<file path="config.mk">
export PLATFORM = sky130hd
export DESIGN_NAME = adc_input_select_scan
export DESIGN_NICKNAME = d
export VERILOG_FILES = /design/src/adc_input_select_scan.v /design/src/scan_picker.v /design/src/tad_divider.v
export VERILOG_INCLUDE_DIRS = /design/src
export SDC_FILE = /design/constraint.sdc
export NUM_CORES = 1
export LEC_CHECK = 0
export ABC_AREA = 1
export BUFFER_PORTS_ARGS = -buffer_cell sky130_fd_sc_hd__buf_2
export CAP_MARGIN = 20
export CORE_MARGIN = 3
export CORE_UTILIZATION = 55
export DETAILED_ROUTE_END_ITERATION = 10
export GPL_ROUTABILITY_DRIVEN = 0
export PLACE_DENSITY = 0.74
export SLEW_MARGIN = 20
export SYNTH_ARGS = -nofsm -noshare
export SYNTH_HDL_FRONTEND = slang
export SYNTH_SLANG_ARGS = --single-unit
</file>
<file path="constraint.sdc">
create_clock -name ref_clk -period 3.11 [get_ports ref_clk]
set_input_delay 0.622 -clock ref_clk [delete_from_list [all_inputs] [get_ports ref_clk]]
set_output_delay 0.622 -clock ref_clk [all_outputs]
set_load 0.005 [all_outputs]
</file>
<file path="src/adc_sel_defines.vh">
`ifndef ADC_SEL_DEFINES_VH
`define ADC_SEL_DEFINES_VH
// register addresses
`define ADDR_INPUT_SELECT   4'h0
`define ADDR_PIN_CONFIG     4'h1
`define ADDR_SCAN_SELECT    4'h2
`define ADDR_CONTROL        4'h3
`define ADDR_STATUS         4'h4
// input select layout
`define NEG_B_BIT           15
`define NEG_A_BIT           7
`define POS_B_HI            12
`define POS_B_LO            8
`define POS_A_HI            4
`define POS_A_LO            0
`define INPUT_SELECT_MASK   16'h9F9F
// control register layout
`define CTL_SCAN_BIT        15
`define CTL_ALT_BIT         14
`define CTL_DIV_HI          7
`define CTL_DIV_LO          0
`define CONTROL_MASK        16'hC0FF
// positive select codes
`define CODE_LAST_PIN       5'h0C
`define CODE_CORE_REG       5'h0D
`define CODE_HALF_BG        5'h0E
`define CODE_BANDGAP        5'h0F
`define CODE_CHARGE_TIME    5'h1F
// internal channel bits and register reset word
`define CH_BANDGAP          15
`define CH_HALF_BG          14
`define CH_CORE_REG         13
`define RESET_WORD          16'h0000
// scan channel count and highest pin index
`define PIN_HI              12
`define SCAN_CHANNELS       16
`endif

</file>
<file path="src/adc_input_select_scan.v">
`timescale 1ns/100ps
`default_nettype none
`include "adc_sel_defines.vh"
module adc_input_select_scan #(
  parameter DIV_W = 8
) (
  // clock and reset
  input  wire        ref_clk,
  input  wire        nrst,
  // register port
  input  wire [3:0]  addr,
  input  wire [15:0] wdata,
  input  wire        wr,
  input  wire        rd,
  output reg  [15:0] rdata_q,
  // converter core
  input  wire        sample_done,
  input  wire        seq_start,
  output reg  [4:0]  pos_sel_q,
  output reg         neg_is_pin1_q,
  output reg         charge_time_sel_q,
  output reg         invalid_sel_q,
  output reg         use_setting_b_q,
  output wire        conv_clock_tick,
  // pad and channel enables
  output wire [12:0] pin_digital_mode,
  output wire [12:0] pin_analog_sample,
  output wire [2:0]  internal_ch_enable
);
  // software-visible state
  reg [15:0] input_select_q;
  reg [15:0] pin_config_q;
  reg [15:0] scan_include_q;
  reg        scan_enable_setting_a_q;
  reg        alternate_setting_enable_q;
  reg [DIV_W-1:0] conv_clock_divider_q;

  // scan and alternation state
  reg [4:0]  scan_ch_q;
  reg        scan_started_q;
  reg        b_next_q;

  // decode and datapath
  wire [4:0] next_ch;
  wire       any_scan;
  wire [4:0] pos_a;
  wire [4:0] pos_b;
  wire       neg_a;
  wire       neg_b;
  reg  [4:0] sel_code;
  reg        sel_b;
  wire [1:0] sel_kind;
  wire       bandgap_en;
  wire       half_bg_en;
  wire       core_reg_en;
  reg        wr_input_select;
  reg        wr_pin_config;
  reg        wr_scan_select;
  reg        wr_control;
  reg  [15:0] rd_word;
  wire [15:0] control_word;
  wire [15:0] status_word;

  // code classes; only charge-time and unused classes leave the block
  localparam KIND_PIN      = 2'h0;
  localparam KIND_INTERNAL = 2'h1;
  localparam KIND_CHARGE   = 2'h2;
  localparam KIND_UNUSED   = 2'h3;

  // classify a positive-select code
  function [1:0] code_kind;
    input [4:0] c;
    begin
      if (c <= `CODE_LAST_PIN)
        code_kind = KIND_PIN;
      else if (c <= `CODE_BANDGAP)
        code_kind = KIND_INTERNAL;
      else if (c == `CODE_CHARGE_TIME)
        code_kind = KIND_CHARGE;
      else
        code_kind = KIND_UNUSED;
    end
  endfunction

  assign pos_a = input_select_q[`POS_A_HI:`POS_A_LO];
  assign pos_b = input_select_q[`POS_B_HI:`POS_B_LO];
  assign neg_a = input_select_q[`NEG_A_BIT];
  assign neg_b = input_select_q[`NEG_B_BIT];

  assign pin_digital_mode  = pin_config_q[`PIN_HI:0];
  assign pin_analog_sample = ~pin_config_q[`PIN_HI:0];
  // a set bit switches the internal channel off
  assign bandgap_en  = ~pin_config_q[`CH_BANDGAP];
  assign half_bg_en  = ~pin_config_q[`CH_HALF_BG];
  assign core_reg_en = ~pin_config_q[`CH_CORE_REG];
  // order: band gap, half band gap, regulator
  assign internal_ch_enable = {bandgap_en, half_bg_en, core_reg_en};

  scan_picker #(
    .N (`SCAN_CHANNELS)
  ) u_picker (
    .enables (scan_include_q),
    .current (scan_ch_q),
    .restart (seq_start | ~scan_started_q),
    .next_ch (next_ch),
    .any     (any_scan)
  );

  tad_divider #(
    .W (DIV_W)
  ) u_div (
    .ref_clk (ref_clk),
    .nrst    (nrst),
    .div     (conv_clock_divider_q),
    .tick_q  (conv_clock_tick)
  );

  // one-hot write decode, so each register keeps a process of its own
  always @* begin
    wr_input_select = 1'b0;
    wr_pin_config   = 1'b0;
    wr_scan_select  = 1'b0;
    wr_control      = 1'b0;
    if (addr == `ADDR_INPUT_SELECT)
      wr_input_select = wr;
    else if (addr == `ADDR_PIN_CONFIG)
      wr_pin_config = wr;
    else if (addr == `ADDR_SCAN_SELECT)
      wr_scan_select = wr;
    else if (addr == `ADDR_CONTROL)
      wr_control = wr;
  end

  // unimplemented input-select bits are never stored
  always @(posedge ref_clk or negedge nrst) begin
    if (!nrst)
      input_select_q <= `RESET_WORD;
    else if (wr_input_select)
      input_select_q <= wdata & `INPUT_SELECT_MASK;
  end

  always @(posedge ref_clk or negedge nrst) begin
    if (!nrst)
      pin_config_q <= `RESET_WORD;
    else if (wr_pin_config)
      pin_config_q <= wdata;
  end

  always @(posedge ref_clk or negedge nrst) begin
    if (!nrst)
      scan_include_q <= `RESET_WORD;
    else if (wr_scan_select)
      scan_include_q <= wdata;
  end

  always @(posedge ref_clk or negedge nrst) begin
    if (!nrst) begin
      scan_enable_setting_a_q    <= 1'b0;
      alternate_setting_enable_q <= 1'b0;
      conv_clock_divider_q       <= {DIV_W{1'b0}};
    end else if (wr_control) begin
      scan_enable_setting_a_q    <= wdata[`CTL_SCAN_BIT];
      alternate_setting_enable_q <= wdata[`CTL_ALT_BIT];
      conv_clock_divider_q       <= wdata[DIV_W-1:0];
    end
  end

  // alternation: a new sequence always starts on setting A
  always @(posedge ref_clk or negedge nrst) begin
    if (!nrst)
      b_next_q <= 1'b0;
    else if (seq_start)
      b_next_q <= 1'b0;
    else if (sample_done && alternate_setting_enable_q)
      b_next_q <= ~b_next_q;
    else if (sample_done)
      b_next_q <= 1'b0;
  end

  // scan position; only an A sample advances it
  always @(posedge ref_clk or negedge nrst) begin
    if (!nrst) begin
      scan_ch_q      <= 5'h00;
      scan_started_q <= 1'b0;
    end else if (seq_start) begin
      scan_ch_q      <= next_ch;
      scan_started_q <= any_scan;
    end else if (sample_done) begin
      if (!b_next_q && scan_enable_setting_a_q) begin
        scan_ch_q      <= next_ch;
        scan_started_q <= any_scan;
      end
    end else if (!scan_started_q && any_scan) begin
      scan_ch_q      <= next_ch;
      scan_started_q <= 1'b1;
    end else if (!any_scan) begin
      scan_started_q <= 1'b0;
    end
  end

  // selection for the current sample
  always @* begin
    sel_b = alternate_setting_enable_q & b_next_q;
    if (sel_b)
      sel_code = pos_b;
    else if (scan_enable_setting_a_q && scan_started_q)
      sel_code = scan_ch_q;
    else
      sel_code = pos_a;
  end

  assign sel_kind = code_kind(sel_code);

  // selection for the sample now being taken
  always @(posedge ref_clk or negedge nrst) begin
    if (!nrst)
      pos_sel_q <= 5'h00;
    else
      pos_sel_q <= sel_code;
  end

  always @(posedge ref_clk or negedge nrst) begin
    if (!nrst)
      neg_is_pin1_q <= 1'b0;
    else
      neg_is_pin1_q <= sel_b ? neg_b : neg_a;
  end

  always @(posedge ref_clk or negedge nrst) begin
    if (!nrst)
      charge_time_sel_q <= 1'b0;
    else
      charge_time_sel_q <= (sel_kind == KIND_CHARGE);
  end

  always @(posedge ref_clk or negedge nrst) begin
    if (!nrst)
      invalid_sel_q <= 1'b0;
    else
      invalid_sel_q <= (sel_kind == KIND_UNUSED);
  end

  always @(posedge ref_clk or negedge nrst) begin
    if (!nrst)
      use_setting_b_q <= 1'b0;
    else
      use_setting_b_q <= sel_b;
  end

  assign control_word = {scan_enable_setting_a_q,
                         alternate_setting_enable_q,
                         {(`CTL_ALT_BIT-DIV_W){1'b0}},
                         conv_clock_divider_q};
  // status: running, setting B in use, scan channel
  assign status_word  = {8'h00,
                         scan_started_q,
                         use_setting_b_q,
                         1'b0,
                         scan_ch_q};

  // read word decode; holes read zero
  always @* begin
    if (addr == `ADDR_INPUT_SELECT)
      rd_word = input_select_q;
    else if (addr == `ADDR_PIN_CONFIG)
      rd_word = pin_config_q;
    else if (addr == `ADDR_SCAN_SELECT)
      rd_word = scan_include_q;
    else if (addr == `ADDR_CONTROL)
      rd_word = control_word;
    else if (addr == `ADDR_STATUS)
      rd_word = status_word;
    else
      rd_word = `RESET_WORD;
  end

  // read data stand one cycle after the strobe, zero otherwise
  always @(posedge ref_clk or negedge nrst) begin
    if (!nrst)
      rdata_q <= `RESET_WORD;
    else if (rd)
      rdata_q <= rd_word;
    else
      rdata_q <= `RESET_WORD;
  end
endmodule // adc_input_select_scan
`default_nettype wire

</file>
<file path="src/scan_picker.v">
`timescale 1ns/100ps
`default_nettype none
// finds the next enabled channel above the current one, wrapping; on restart, the lowest enabled channel
module scan_picker #(
  parameter N = 16
) (
  // selection
  input  wire [N-1:0] enables,
  input  wire [4:0]   current,
  input  wire         restart,
  // result
  output reg  [4:0]   next_ch,
  output reg          any
);
  integer i;
  reg found;
  always @* begin
    next_ch = 5'h00;
    found   = 1'b0;
    any     = |enables;
    for (i = 0; i < N; i = i + 1) begin
      if (!found && enables[i] && (restart || i > current)) begin
        next_ch = i[4:0];
        found   = 1'b1;
      end
    end
    for (i = 0; i < N; i = i + 1) begin
      if (!found && enables[i]) begin
        next_ch = i[4:0];
        found   = 1'b1;
      end
    end
  end
endmodule // scan_picker
`default_nettype wire

</file>
<file path="src/tad_divider.v">
`timescale 1ns/100ps
`default_nettype none
// one tick every (div+1) clocks
module tad_divider #(
  parameter W = 8
) (
  // clock and reset
  input  wire         ref_clk,
  input  wire         nrst,
  // control
  input  wire [W-1:0] div,
  // tick
  output reg          tick_q
);
  reg [W-1:0] cnt_q;
  always @(posedge ref_clk or negedge nrst) begin
    if (!nrst) begin
      cnt_q  <= {W{1'b0}};
      tick_q <= 1'b0;
    end else if (cnt_q >= div) begin
      cnt_q  <= {W{1'b0}};
      tick_q <= 1'b1;
    end else begin
      cnt_q  <= cnt_q + {{(W-1){1'b0}}, 1'b1};
      tick_q <= 1'b0;
    end
  end
endmodule // tad_divider
`default_nettype wire

</file>
-- After elaboration in Yosys (flattened, before gate mapping)
Cells that the tools add are included.
- register bits after elaboration: 95
- input port bits: 26
- output and inout bits: 55
- add/sub/neg operators: 1
- order comparisons: 18
- equal/unequal tests: 9
- muxes and demuxes: 98
- bitwise operators: 8
- reduce and logical (&&, ||, !) cells: 105
- operators by type and width (kind ; number):
    $mux W5 ; 36
    $mux W16 ; 5
    $mux W1 ; 53
    $logic_and A1 B1 Y1 ; 51
    $gt A4 B5 Y1 const A ; 8
    $logic_not A1 Y1 ; 33
    $gt A3 B5 Y1 const A ; 4
    $mux W8 ; 2
    $reduce_or A16 Y1 ; 1
    $logic_or A1 B1 Y1 ; 15
    $not A13 Y13 ; 1
    $gt A2 B5 Y1 const A ; 2
    $le A5 B4 Y1 const B ; 2
    $add A8 B1 Y8 const B ; 1
    $eq A4 B2 Y1 const B ; 2
    $ge A8 B8 Y1 ; 1
    $reduce_bool A3 Y1 ; 2
    $eq A5 B5 Y1 const B ; 1
    $gt A1 B5 Y1 const A ; 1
    $not A1 Y1 ; 5
    $eq A2 B2 Y1 const B ; 2
    $eq A4 B1 Y1 const B ; 1
    $eq A4 B3 Y1 const B ; 1
    $logic_not A4 Y1 ; 1
    other kinds (6) ; 8

-- Longest topological paths before layout
Gate-level depths: netlist (run 1).
- depth after elaboration: 115
- depth in mapped cells: 21
- depth with buffers taken out: 20

-- By module
A second synthesis (run 1) with hierarchy kept.
- cell total of the unflattened synthesis: 707
- area, all modules: 5602.9 um^2
- by module, submodules not included (module ; instances ; cells an instance ; area each (um^2) ; sequential area each (um^2)):
    adc_input_select_scan ; 1 ; 478 ; 4107.7 ; 2152.1
    scan_picker ; 1 ; 158 ; 892.1 ; 0.0
    tad_divider ; 1 ; 71 ; 603.1 ; 225.2

-- Least setup slack after synthesis (run 1)
Ideal clock, no wire load.
- kind: in2reg
- from: in seq_start
- to: reg scan_ch_q[0]
- arrival time: 2391 ps
- slack: 646 ps
- cell stages on the path: 15
- path buffers: 0
- cells stage by stage: nor2_4 > nand2_4 > o21ai_1 > nand4_4 > nor2_4 > nand4_4 > nor2_4 > nand4_4 > nor2_4 > nand4_4 > nor2_4 > o21ai_1 > nand3_1 > nand2_1 > a21oi_2
- cells in the longest elaborated chain, start to end: 114
- elaborated cells between the ends (all ways): 163
- those cells by class: eq/ne (1); mux (66); bitwise (1); reduce/logical (95)
- ends and longest elaborated chain (item ; RTL line ; RTL):
    from (decl) ; adc_input_select_scan.v:18 ; input wire seq_start,
    $or A1 B1 Y1 ; adc_input_select_scan.v:104 ; .restart (seq_start | ~scan_started_q),
    $logic_and A1 B1 Y1 ; scan_picker.v:22 ; if (!found && enables[i] && (restart || i > current)) begin
    $mux W1 ; scan_picker.v:22 ;
    $logic_not A1 Y1 ; scan_picker.v:22 ;
    $logic_and A1 B1 Y1 (2 in a row) ; scan_picker.v:22 ;
    $mux W1 ; scan_picker.v:22 ;
    $logic_not A1 Y1 ; scan_picker.v:22 ;
    $logic_and A1 B1 Y1 (2 in a row) ; scan_picker.v:22 ;
    [... 96 more ...] ; n/a ;
    $logic_and A1 B1 Y1 ; scan_picker.v:28 ; if (!found && enables[i]) begin
    $mux W1 ; scan_picker.v:28 ;
    $logic_not A1 Y1 ; scan_picker.v:28 ;
    $logic_and A1 B1 Y1 ; scan_picker.v:28 ;
    $mux W5 ; scan_picker.v:28 ;
    $mux W5, on equally long branches ; adc_input_select_scan.v:193, adc_input_select_scan.v:189 ;
    $mux W5 ; adc_input_select_scan.v:188 ; end else if (sample_done) begin
    $mux W5 ; adc_input_select_scan.v:185 ; end else if (seq_start) begin
    to (signal assigned) ; adc_input_select_scan.v:186 ; scan_ch_q <= next_ch;
    to (signal assigned) ; adc_input_select_scan.v:190 ; scan_ch_q <= next_ch;
    to (signal assigned) ; adc_input_select_scan.v:194 ; scan_ch_q <= next_ch;
    to (decl) ; adc_input_select_scan.v:39 ; reg [4:0] scan_ch_q;
Parallel ways exist; a longest one is shown, timed or not. The select of a mux whose other input is x is not followed.
A chain may end at the register's enable or synchronous reset.

-- Final worst setup path (run 1)
- from: reg scan_ch_q[1]
- to: reg scan_ch_q[0]
- cells in the longest elaborated chain, start to end: 111
- elaborated cells between the ends (all ways): 170
- those cells by class: order compare (15); mux (65); reduce/logical (90)
- ends and longest elaborated chain (item ; RTL line):
    $gt A1 B5 Y1 ; scan_picker.v:22
    $logic_or A1 B1 Y1 ; scan_picker.v:22
    $logic_and A1 B1 Y1 ; scan_picker.v:22
    $mux W1 ; scan_picker.v:22
    $logic_not A1 Y1 ; scan_picker.v:22
    $logic_and A1 B1 Y1 (2 in a row) ; scan_picker.v:22
    $mux W1 ; scan_picker.v:22
    $logic_not A1 Y1 ; scan_picker.v:22
    [... 94 more ...] ; n/a
    $logic_and A1 B1 Y1 ; scan_picker.v:28
    $mux W1 ; scan_picker.v:28
    $logic_not A1 Y1 ; scan_picker.v:28
    $logic_and A1 B1 Y1 ; scan_picker.v:28
    $mux W5 * ; scan_picker.v:28
    $mux W5, on equally long branches ; adc_input_select_scan.v:193, adc_input_select_scan.v:189
    $mux W5 ; adc_input_select_scan.v:188
    $mux W5 * ; adc_input_select_scan.v:185
Mark *: on every way between the ends. The rest lies on a longest branch, timed or not. The select of a mux whose other input is x is not followed.

==> run summary, run 1 <==
leading cell types in the layout, fill and taps excluded: sky130_fd_sc_hd__nand2_1, sky130_fd_sc_hd__inv_1, sky130_fd_sc_hd__o21ai_0, sky130_fd_sc_hd__dfrtp_1, sky130_fd_sc_hd__buf_2
DRC violations left: 0
Final Instance Area: 0.00564 mm^2
routed len/inst: 16.3 um
CP max-delay cell: sky130_fd_sc_hd__dfrtp_1
WL met2: 6030 um
largest net degree at the start of global routing: 55
fraction of the cycle the final worst path needs: 0.849
H-tree depth: 3
antenna cells: 0
Synth Cell Area: 0.00499 mm^2
global-route wire length before repair: 21,500 um
critical path launch point type: register
IO Port Bufs: 80
via count: 4,534
element type at the critical path end: register
routed metal-1 wirelength: 5480 um
number of rows in the core area: 34
initial antenna violation count: 0
actual slew at the worst max-slew pin: 0.994 ns
initial core utilization: 0.569
drt first pass iters: 5
CTS tree: done
Slew headroom: 0.336
final net count: 726
Clock Path Buffers: 2
Slew Viols, Final: 0
Post-Syn Nets: 658
cell count after synthesis: 623
TritonCTS sink count: 94
highest clock rate: 0.379 GHz
overall die height: 101 um
Clock Pin Slew Worst Setup and Hold Paths: 0.10 ns
Seq/Total Area, Yosys: 0.472
Setup Total Neg Slack: 0 ns
fin crit period: 2.64 ns
number of buffers and inverters on the critical path: 1
commonest non-fill, non-tap cell in the layout: sky130_fd_sc_hd__nand2_1
share of cells above drive strength 1: 0.184
length of routed met3 wiring: 1200 um
post-synthesis sequential element count: 94
number of filler cells placed in the layout: 734
cell area power density: 688 mW/mm^2
via count of the first global-routing pass: 4,276
Layout Cells excl Fill: 803
endpoint arrival time on the critical path: 2.93 ns
Register-to-Register Setup Slack: 0.47 ns
die outline width: 101 um
number of resized instances in the post-cts repair step: 0
global-route total usage across every layer: 0.267
post-CTS repair timing setup buffer count: 0
I/O pins: 81
total half-perimeter wirelength after legalization and detailed placement: 9610 um
total CTS buffers: 9
delay of the slowest critical-path stage: 0.49 ns
Leakage: 2.91 nW
start-to-end type of the worst setup path: register to register
peak fanout along the critical path: 6
worst endpoint required time: 3.40 ns
VDD IR max: 0.000347 V
final wirelength: 13,100 um
cell class contributing the biggest share of worst-path delay: simple AND/OR/NAND/NOR gates
setup repair after global routing missed its margin: false
clock skew: 0.00774 ns
routed via count divided by cell count: 5.65
max cap viols: 0
DR top layer: met4
core outline area: 0.00876 mm^2
Area Overhead vs Synth: 13.1%
count of hold buffers inserted by post-cts repair: 0
total placed cells including tap cells: 788
CTS Root Buffer Type: sky130_fd_sc_hd__clkbuf_8
die area: 0.0102 mm^2
total placed instance area: 0.00542 mm^2
Netlist cell types: 37
class of the tightest hold or removal check: input pin to asynchronous set/reset pin
final hold violations: 0
status: completed
Detail Route Antenna Nets: 0
crit-path cells: nand2_1 -> inv_2 -> nand2_1 -> nand3_2 -> nand2_2 -> nor2_4 -> nand4_4 -> nor2_4 -> nand4_4 -> nor2_4 -> nand4_4 -> nor2_4 -> nand4_4 -> nor2_4 -> o21ai_1 -> nand3_1 -> nand2_1 -> a21oi_2
post-synthesis area per instance: 8.01 um^2
critical path's most frequent cell: sky130_fd_sc_hd__nor2_4
overall overflow remaining after global route: 0
initial drt markers: 423
number of setup violations in the final report: 0
number of warnings printed during yosys synthesis: 0
insertion delay of the later-clocked pin in the worst-skew pair: 0.36 ns
-- cell usage after synthesis (all sizes together) --
master / n / share of area
o211ai: 3 / 0.0055
nor3b: 4 / 0.0060
ha: 9 / 0.023
or2: 1 / 0.0013
buf: 17 / 0.026
nor4b: 1 / 0.0018
xor2: 2 / 0.0035
o21a: 6 / 0.0090
nand3b: 3 / 0.0045
o221ai: 1 / 0.0018
nand2: 125 / 0.097
and3: 1 / 0.0013
o2111ai: 1 / 0.0018
a21oi: 30 / 0.031
nor2: 67 / 0.059
nand3: 17 / 0.020
a221oi: 6 / 0.011
nor3: 5 / 0.0050
nand4: 8 / 0.022
a211oi: 3 / 0.0045
inv: 98 / 0.074
a31oi: 2 / 0.0025
o311ai: 1 / 0.0018
o21ai: 97 / 0.097
clkbuf: 15 / 0.011
nor4: 2 / 0.0025
o22ai: 4 / 0.0050
dfrtp: 94 / 0.47
-- per-stage QoR --
stage           util  total power (W)  setup slack (ns)  hold slack (ns)
3_5_place_dp   0.619          0.00296             0.263            0.475
5_1_grt        0.643          0.00413             0.202            0.343
6_report       0.643          0.00388             0.469            0.300
2_1_floorplan      -          0.00257             0.646            0.326
4_1_cts        0.643          0.00388             0.497            0.318
3_3_place_gp   0.619          0.00292             0.384            0.469
-- worst paths after layout --
kind,end,cells after the start,startpoint
setup / recovery,scan_ch_q[0],18,scan_ch_q[1]
hold / removal,charge_time_sel_q,1,nrst
setup reg to reg,scan_ch_q[0],18,scan_ch_q[1]
hold reg to reg,pin_config_q[15],2,pin_config_q[15]
max in group asynchronous,conv_clock_divider_q[5],2,nrst
min in group ref_clk,pin_config_q[15],2,pin_config_q[15]
-- registers in the layout, indices dropped and copies added (netlist names), 4 cells and up --
signal / cells
conv_clock_divider_q: 8
input_select_q: 12
pin_config_q: 16
pos_sel_q: 5
rdata_q: 16
scan_ch_q: 4
scan_include_q: 16
u_div.cnt_q: 8
-- layout make-up --
class	count	area, um^2	share of cell area
Sequential cell	94	2350	0.417
Tap cell	108	135	0.0240
Clock inverter	6	93.8	0.0166
Multi-Input combinational cell	399	2080	0.369
Timing Repair Buffer	89	483	0.0856
Inverter	98	368	0.0652
Clock buffer	9	124	0.0220
-- cells by family after synthesis --
logic type	count (synthesis)	share of synthesized area
buf+inv	130	0.111
fa+ha+maj	9	0.0226
compound gates	154	0.171
flops	94	0.472
xor+xnor	2	0.00351
simple gates	234	0.221
-- per-layer routing --
metal	global-route usage	up-vias
li1	-	2144
met1	0.365	2095
met2	0.430	263
met3	0.0558	32
met4	0.0808	0
met5	0	-
-- power by group --
part	switching, W	internal (W)
logic	0.000749	0.000475
registers	0.000272	0.00147
clock network	0.000458	0.000459
total	0.00148	0.00240
Power figures use the tool's default switching activity.
==> run 2, diff against run 1 <==
--- a/config.mk
+++ b/config.mk
@@ -10,10 +10,10 @@
 export BUFFER_PORTS_ARGS = -buffer_cell sky130_fd_sc_hd__buf_2
 export CAP_MARGIN = 20
 export CORE_MARGIN = 3
-export CORE_UTILIZATION = 55
+export CORE_UTILIZATION = 51
 export DETAILED_ROUTE_END_ITERATION = 10
 export GPL_ROUTABILITY_DRIVEN = 0
-export PLACE_DENSITY = 0.74
+export PLACE_DENSITY = 0.72
 export SLEW_MARGIN = 20
 export SYNTH_ARGS = -nofsm -noshare
 export SYNTH_HDL_FRONTEND = slang
==> constraint.sdc (replaced) <==
create_clock -name ref_clk -period 2.25 [get_ports ref_clk]
set_input_delay 0.45 -clock ref_clk [delete_from_list [all_inputs] [get_ports ref_clk]]
set_output_delay 0.45 -clock ref_clk [all_outputs]
set_load 0.005 [all_outputs]
==> run 2 against run 1 <==
  * The run now ends with negative setup slack left
  * Sequential power rose by 33%
  * Maximum frequency rose by 10%
  * Critical path depth did not move
  * First-iteration DRC count fell by 34%
  * Clock-buffer cell count rose by 1
  * Combinational power rose by 84%
  * Routed wire length rose by 3.8%
  * Clock power rose by 18%
  * Core utilization rose by 0.50 points
  * Cell count rose by 9.1%
  * Total power rose by 46%
  * Global-route usage fell by 0.95 points
  * Critical endpoint is now scan_ch_q[3]
==> run summary, run 2 (synthesized netlist as in run 1, its figures left out) <==
VDD IR max: 0.000479 V
worst endpoint required time: 2.54 ns
CTS tree: done
leading cell types in the layout, fill and taps excluded: sky130_fd_sc_hd__nand2_1, sky130_fd_sc_hd__inv_1, sky130_fd_sc_hd__o21ai_0, sky130_fd_sc_hd__dfrtp_1, sky130_fd_sc_hd__buf_2
routed via count divided by cell count: 5.36
via count: 4,695
endpoint arrival time on the critical path: 2.69 ns
count of hold buffers inserted by post-cts repair: 0
die outline width: 105 um
Clock Pin Slew Worst Setup and Hold Paths: 0.11 ns
fraction of the cycle the final worst path needs: 1.06
Clock Path Buffers: 2
CP max-delay cell: sky130_fd_sc_hd__dfrtp_1
max cap viols: 0
antenna cells: 0
Detail Route Antenna Nets: 0
final hold violations: 0
Hold Slack: 0.0179 ns
insertion delay of the later-clocked pin in the worst-skew pair: 0.37 ns
drt first pass iters: 5
start-to-end type of the worst setup path: register to register
largest net degree at the start of global routing: 43
routed len/inst: 15.5 um
class of the tightest hold or removal check: input pin to asynchronous set/reset pin
delay of the slowest critical-path stage: 0.39 ns
peak fanout along the critical path: 6
overall die height: 105 um
initial core utilization: 0.532
Slew Viols, Final: 0
fin crit period: 2.40 ns
Setup Total Neg Slack: -0.494 ns
Final Instance Area: 0.00608 mm^2
crit-path cells: inv_2 -> nor2_4 -> nand2_4 -> nand3_2 -> nand2_2 -> nor2_4 -> nand4_4 -> nor2_4 -> nand4_4 -> nor2_4 -> nand4_4 -> nor2_4 -> nand4_4 -> nor2_4 -> o211ai_2 -> nand3_1 -> nor2_1 -> nor2_1
IO Port Bufs: 80
final critical-path setup slack: -0.146 ns
setup repair after global routing missed its margin: true
core outline area: 0.00937 mm^2
initial antenna violation count: 0
total CTS buffers: 9
highest clock rate: 0.417 GHz
initial drt markers: 280
critical path launch point type: register
number of setup violations in the final report: 4
H-tree depth: 3
CTS Root Buffer Type: sky130_fd_sc_hd__clkbuf_8
overall overflow remaining after global route: 0
clock skew: 0.0175 ns
Slew headroom: 0.567
share of cells above drive strength 1: 0.257
final total power: 0.00565 W
global-route total usage across every layer: 0.257
I/O pins: 81
actual slew at the worst max-slew pin: 0.648 ns
final net count: 777
commonest non-fill, non-tap cell in the layout: sky130_fd_sc_hd__nand2_1
DRC violations left: 0
post-layout utilization of the core: 0.648
critical path's most frequent cell: sky130_fd_sc_hd__nor2_4
element type at the critical path end: register
final wirelength: 13,600 um
TritonCTS sink count: 94
global-route wire length before repair: 22,400 um
number of rows in the core area: 35
via count of the first global-routing pass: 4,645
cell area power density: 930 mW/mm^2
total half-perimeter wirelength after legalization and detailed placement: 10,400 um
Area Overhead vs Synth: 21.9%
failing checks: negative setup slack
die area: 0.0110 mm^2
biggest regs: pin_config_q: 16 flops, rdata_q: 16 flops, scan_include_q: 16 flops
total placed instance area: 0.00575 mm^2
status: finished, violations left
Leakage: 3.15 nW
==> run 2: final timing paths <==
check / slack, ns / startpoint / endpoint / cells after the start
setup reg to reg: -0.15 / scan_started_q / scan_ch_q[3] / 18
hold / removal: 0.02 / nrst / pos_sel_q[4] / 1
hold reg to reg: 0.50 / pin_config_q[14] / pin_config_q[14] / 2
setup / recovery: -0.15 / scan_started_q / scan_ch_q[3] / 18
max in group asynchronous: 1.61 / nrst / pin_config_q[8] / 2
min in group ref_clk: 0.37 / wdata[13] / scan_include_q[13] / 3
==> run 2: where the power goes <==
part           internal (W)  total (W)  leakage (nW)  switching, W
clock              0.000435    0.00108        0.0941      0.000642
combinational       0.00101    0.00225          1.85       0.00124
sequential          0.00203    0.00232          1.21      0.000295
total               0.00347    0.00565          3.15       0.00218
==> run 2: critical path: cells and delay by family, from the launching register on <==
family,cells,cell delay [ns]
simple gates,16,1.74
flops,1,0.39
compound gates,1,0.13
buf+inv,1,0.06
==> run 2: stage by stage <==
step                      cells  worst slack [ns]
after CTS                   872            -0.150
after detailed placement    849            -0.347
after global placement      849            -0.204
final                       876            -0.146
after global routing        876            -0.391
after floorplan             623           -0.0394
==> run 2: cell type report <==
type	instances	area, um^2
Tap cell	129	161
Clock buffer	10	128
Clock inverter	6	63.8
Inverter	98	368
Timing Repair Buffer	139	862
Multi-Input combinational cell	400	2140
Fill cell	830	3290
Sequential cell	94	2350
==> run 2: timing repair <==
action / CTS / global route
setup buffers: 6 / 4
gates resized for setup: 5 / 11
pin swaps: 3 / 2
endpoints found under the setup margin: 8 / 12
cloned: 1 / 0
==> run 2: metal layers <==
metal / up-vias / share of wire / global-route usage
met4: 0 / 0.034 / 0.129
met1: 2227 / 0.42 / 0.335
li1: 2254 / - / -
met3: 34 / 0.075 / 0.0556
met5: - / 0 / 0
met2: 180 / 0.47 / 0.407
==> run 3, diff against run 2 <==
--- a/config.mk
+++ b/config.mk
@@ -14,6 +14,7 @@
 export DETAILED_ROUTE_END_ITERATION = 10
 export GPL_ROUTABILITY_DRIVEN = 0
 export PLACE_DENSITY = 0.72
+export RECOVER_POWER = 50
 export SLEW_MARGIN = 20
 export SYNTH_ARGS = -nofsm -noshare
 export SYNTH_HDL_FRONTEND = slang
==> run 3 against run 2 <==
  * The flow finishes with violations (max-capacitance violations, max-slew violations, negative setup slack)
  * Setup slack got worse by 0.020 ns
  * Flip-flop and latch count did not move
  * Critical path depth did not move
  * Register-to-register slack got worse by 0.02 ns
  * Clock-buffer cell count did not move
  * Final area fell by 0.47%
  * Non-clock buffer count did not move
  * Total power fell by 0.13%
  * First-iteration DRC count fell by 5.4%
  * Hold slack improved by 0.35 ns
  * Via count rose by 0.66%
  * Routed wire length rose by 0.20%
  * Largest cell class unchanged
  * Highest routed layer unchanged
==> run summary, run 3 (synthesized netlist as in run 1, its figures left out) <==
final net count: 777
VDD IR max: 0.000476 V
worst hold path startpoint: wdata[10]
I/O pins: 81
overall die height: 105 um
antenna cells: 0
post-layout utilization of the core: 0.645
core outline area: 0.00937 mm^2
cell depth of the worst min-delay path: 3
global-route total usage across every layer: 0.257
DR top layer: met4
endpoint arrival time on the critical path: 2.71 ns
global-route wire length before repair: 22,400 um
internal power contribution: 0.00347 W
IO Port Bufs: 80
final hold violations: 0
element type at the critical path end: register
fraction of the cycle the final worst path needs: 1.07
critical register-to-register path startpoint: scan_started_q
switching part of the total power: 0.386
switching component of the power: 0.00218 W
die outline width: 105 um
CTS tree: done
part of the total power dissipated in sequential elements: 0.412
via count of the first global-routing pass: 4,645
Clock Path Buffers: 2
Register-to-Register Setup Slack: -0.17 ns
failing checks: max-capacitance violations, max-slew violations, negative setup slack
total placed instance area: 0.00575 mm^2
final total power: 0.00564 W
number of setup violations in the final report: 4
Leakage: 3.13 nW
Slew Viols, Final: 37
biggest regs: pin_config_q: 16 flops, rdata_q: 16 flops, scan_include_q: 16 flops
routed len/inst: 15.5 um
highest clock rate: 0.414 GHz
peak fanout along the critical path: 6
initial antenna violation count: 0
critical register-to-register path endpoint: scan_ch_q[3]
hold path endpoint: scan_include_q[10]
die area: 0.0110 mm^2
worst endpoint required time: 2.54 ns
total CTS buffers: 9
r2r worst-path depth: 18
Detail Route Antenna Nets: 0
max cap viols: 1
status: finished, violations left
Area Overhead vs Synth: 21.3%
start-to-end type of the worst setup path: register to register
Final Instance Area: 0.00605 mm^2
fin crit period: 2.42 ns
insertion delay of the later-clocked pin in the worst-skew pair: 0.37 ns
WL met2: 6360 um
total half-perimeter wirelength after legalization and detailed placement: 10,400 um
overall overflow remaining after global route: 0
commonest non-fill, non-tap cell in the layout: sky130_fd_sc_hd__nand2_1
share of cells above drive strength 1: 0.250
initial core utilization: 0.532
class of the tightest hold or removal check: input pin to register
critical path launch point type: register
Clk network pwr share: 0.191
number of filler cells placed in the layout: 836
final wirelength: 13,600 um
H-tree depth: 3
clock skew: 0.0167 ns
largest net degree at the start of global routing: 43
DRC violations left: 0
drt first pass iters: 6
via count: 4,726
length of routed met3 wiring: 977 um
leading cell types in the layout, fill and taps excluded: sky130_fd_sc_hd__nand2_1, sky130_fd_sc_hd__inv_1, sky130_fd_sc_hd__o21ai_0, sky130_fd_sc_hd__dfrtp_1, sky130_fd_sc_hd__buf_2
initial drt markers: 265
TritonCTS sink count: 94
actual slew at the worst max-slew pin: 1.87 ns
routed via count divided by cell count: 5.39
routed metal-1 wirelength: 5760 um
logic gate share of total power: 0.398
Clock Pin Slew Worst Setup and Hold Paths: 0.11 ns
CTS Root Buffer Type: sky130_fd_sc_hd__clkbuf_8
cell area power density: 933 mW/mm^2
final critical-path setup slack: -0.166 ns
setup repair after global routing missed its margin: true
number of rows in the core area: 35
Slew headroom: -0.244
## run 3: cell count changes in the layout (fill, tap and decap cells not counted), sizes merged
| cell | change |
|---|---|
| buf | -7 |
| clkbuf | +7 |
## run 3: metal layers
| metal | vias to the layer above | GRT usage |
|---|---|---|
| met5 | - | 0 |
| met4 | 0 | 0.129 |
| met3 | 42 | 0.0556 |
| met2 | 190 | 0.407 |
| met1 | 2240 | 0.335 |
| li1 | 2254 | - |
## run 3: repair_timing
item,4_1_cts,5_1_grt
resized for setup,5,11
pin swaps,3,2
setup endpoints to repair,8,12
setup buffers,6,4
cloned,1,0
hold buffers,0,0
## run 3: power by group through the flow
stage	Clock [W]	Combinational, W	Sequential (W)
3_3_place_gp	0	0.00203	0.00233
3_5_place_dp	0	0.00209	0.00235
5_1_grt	0.00118	0.00250	0.00237
6_report	0.00108	0.00224	0.00232
2_1_floorplan	0	0.00126	0.00229
4_1_cts	0.00111	0.00216	0.00232
## run 3: stage by stage
step	hold WS (ns)	TNS [ns]	instances	setup WS, ns
finish	0.372	-0.557	876	-0.166
global route	0.355	-12.19	876	-0.391
CTS	0.0183	-0.546	872	-0.150
detailed placement	0.438	-1.56	849	-0.347
global placement	0.437	-0.871	849	-0.204
floorplan	0.154	-0.132	623	-0.0394
## run 3: worst max-delay path: stages, from the launching register on
cell	delay, ns
sky130_fd_sc_hd__dfrtp_1	0.39
sky130_fd_sc_hd__inv_2	0.06
sky130_fd_sc_hd__nor2_4	0.13
sky130_fd_sc_hd__nand2_4	0.09
sky130_fd_sc_hd__nand3_2	0.08
sky130_fd_sc_hd__nand2_2	0.08
sky130_fd_sc_hd__nor2_4	0.14
sky130_fd_sc_hd__nand4_4	0.10
sky130_fd_sc_hd__nor2_4	0.13
sky130_fd_sc_hd__nand4_4	0.10
sky130_fd_sc_hd__nor2_4	0.13
sky130_fd_sc_hd__nand4_4	0.11
sky130_fd_sc_hd__nor2_4	0.13
sky130_fd_sc_hd__nand4_4	0.11
sky130_fd_sc_hd__nor2_4	0.18
sky130_fd_sc_hd__o211ai_2	0.13
sky130_fd_sc_hd__nand3_1	0.12
sky130_fd_sc_hd__nor2_1	0.05
sky130_fd_sc_hd__nor2_1	0.08
## run 3: how the worst max path moves through the flow
| stage | cells past startpoint | startpoint | slack, ns | to |
|---|---|---|---|---|
| after global routing | 17 | scan_started_q | -0.39 | scan_ch_q[3] |
| after CTS | 21 | scan_started_q | -0.15 | scan_ch_q[2] |
| final | 18 | scan_started_q | -0.17 | scan_ch_q[3] |
| after global placement | 18 | seq_start | -0.20 | scan_ch_q[2] |
| after floorplan | 17 | seq_start | -0.04 | scan_ch_q[0] |
| after detailed placement | 18 | seq_start | -0.35 | scan_ch_q[1] |
## run 3: layout make-up
class | count | area [um^2] | share of cell area
Multi-Input combinational cell | 400 | 2140 | 0.354
Tap cell | 129 | 161 | 0.0267
Clock inverter | 6 | 63.8 | 0.0106
Sequential cell | 94 | 2350 | 0.389
Clock buffer | 10 | 128 | 0.0211
Timing Repair Buffer | 139 | 833 | 0.138
Inverter | 98 | 368 | 0.0608
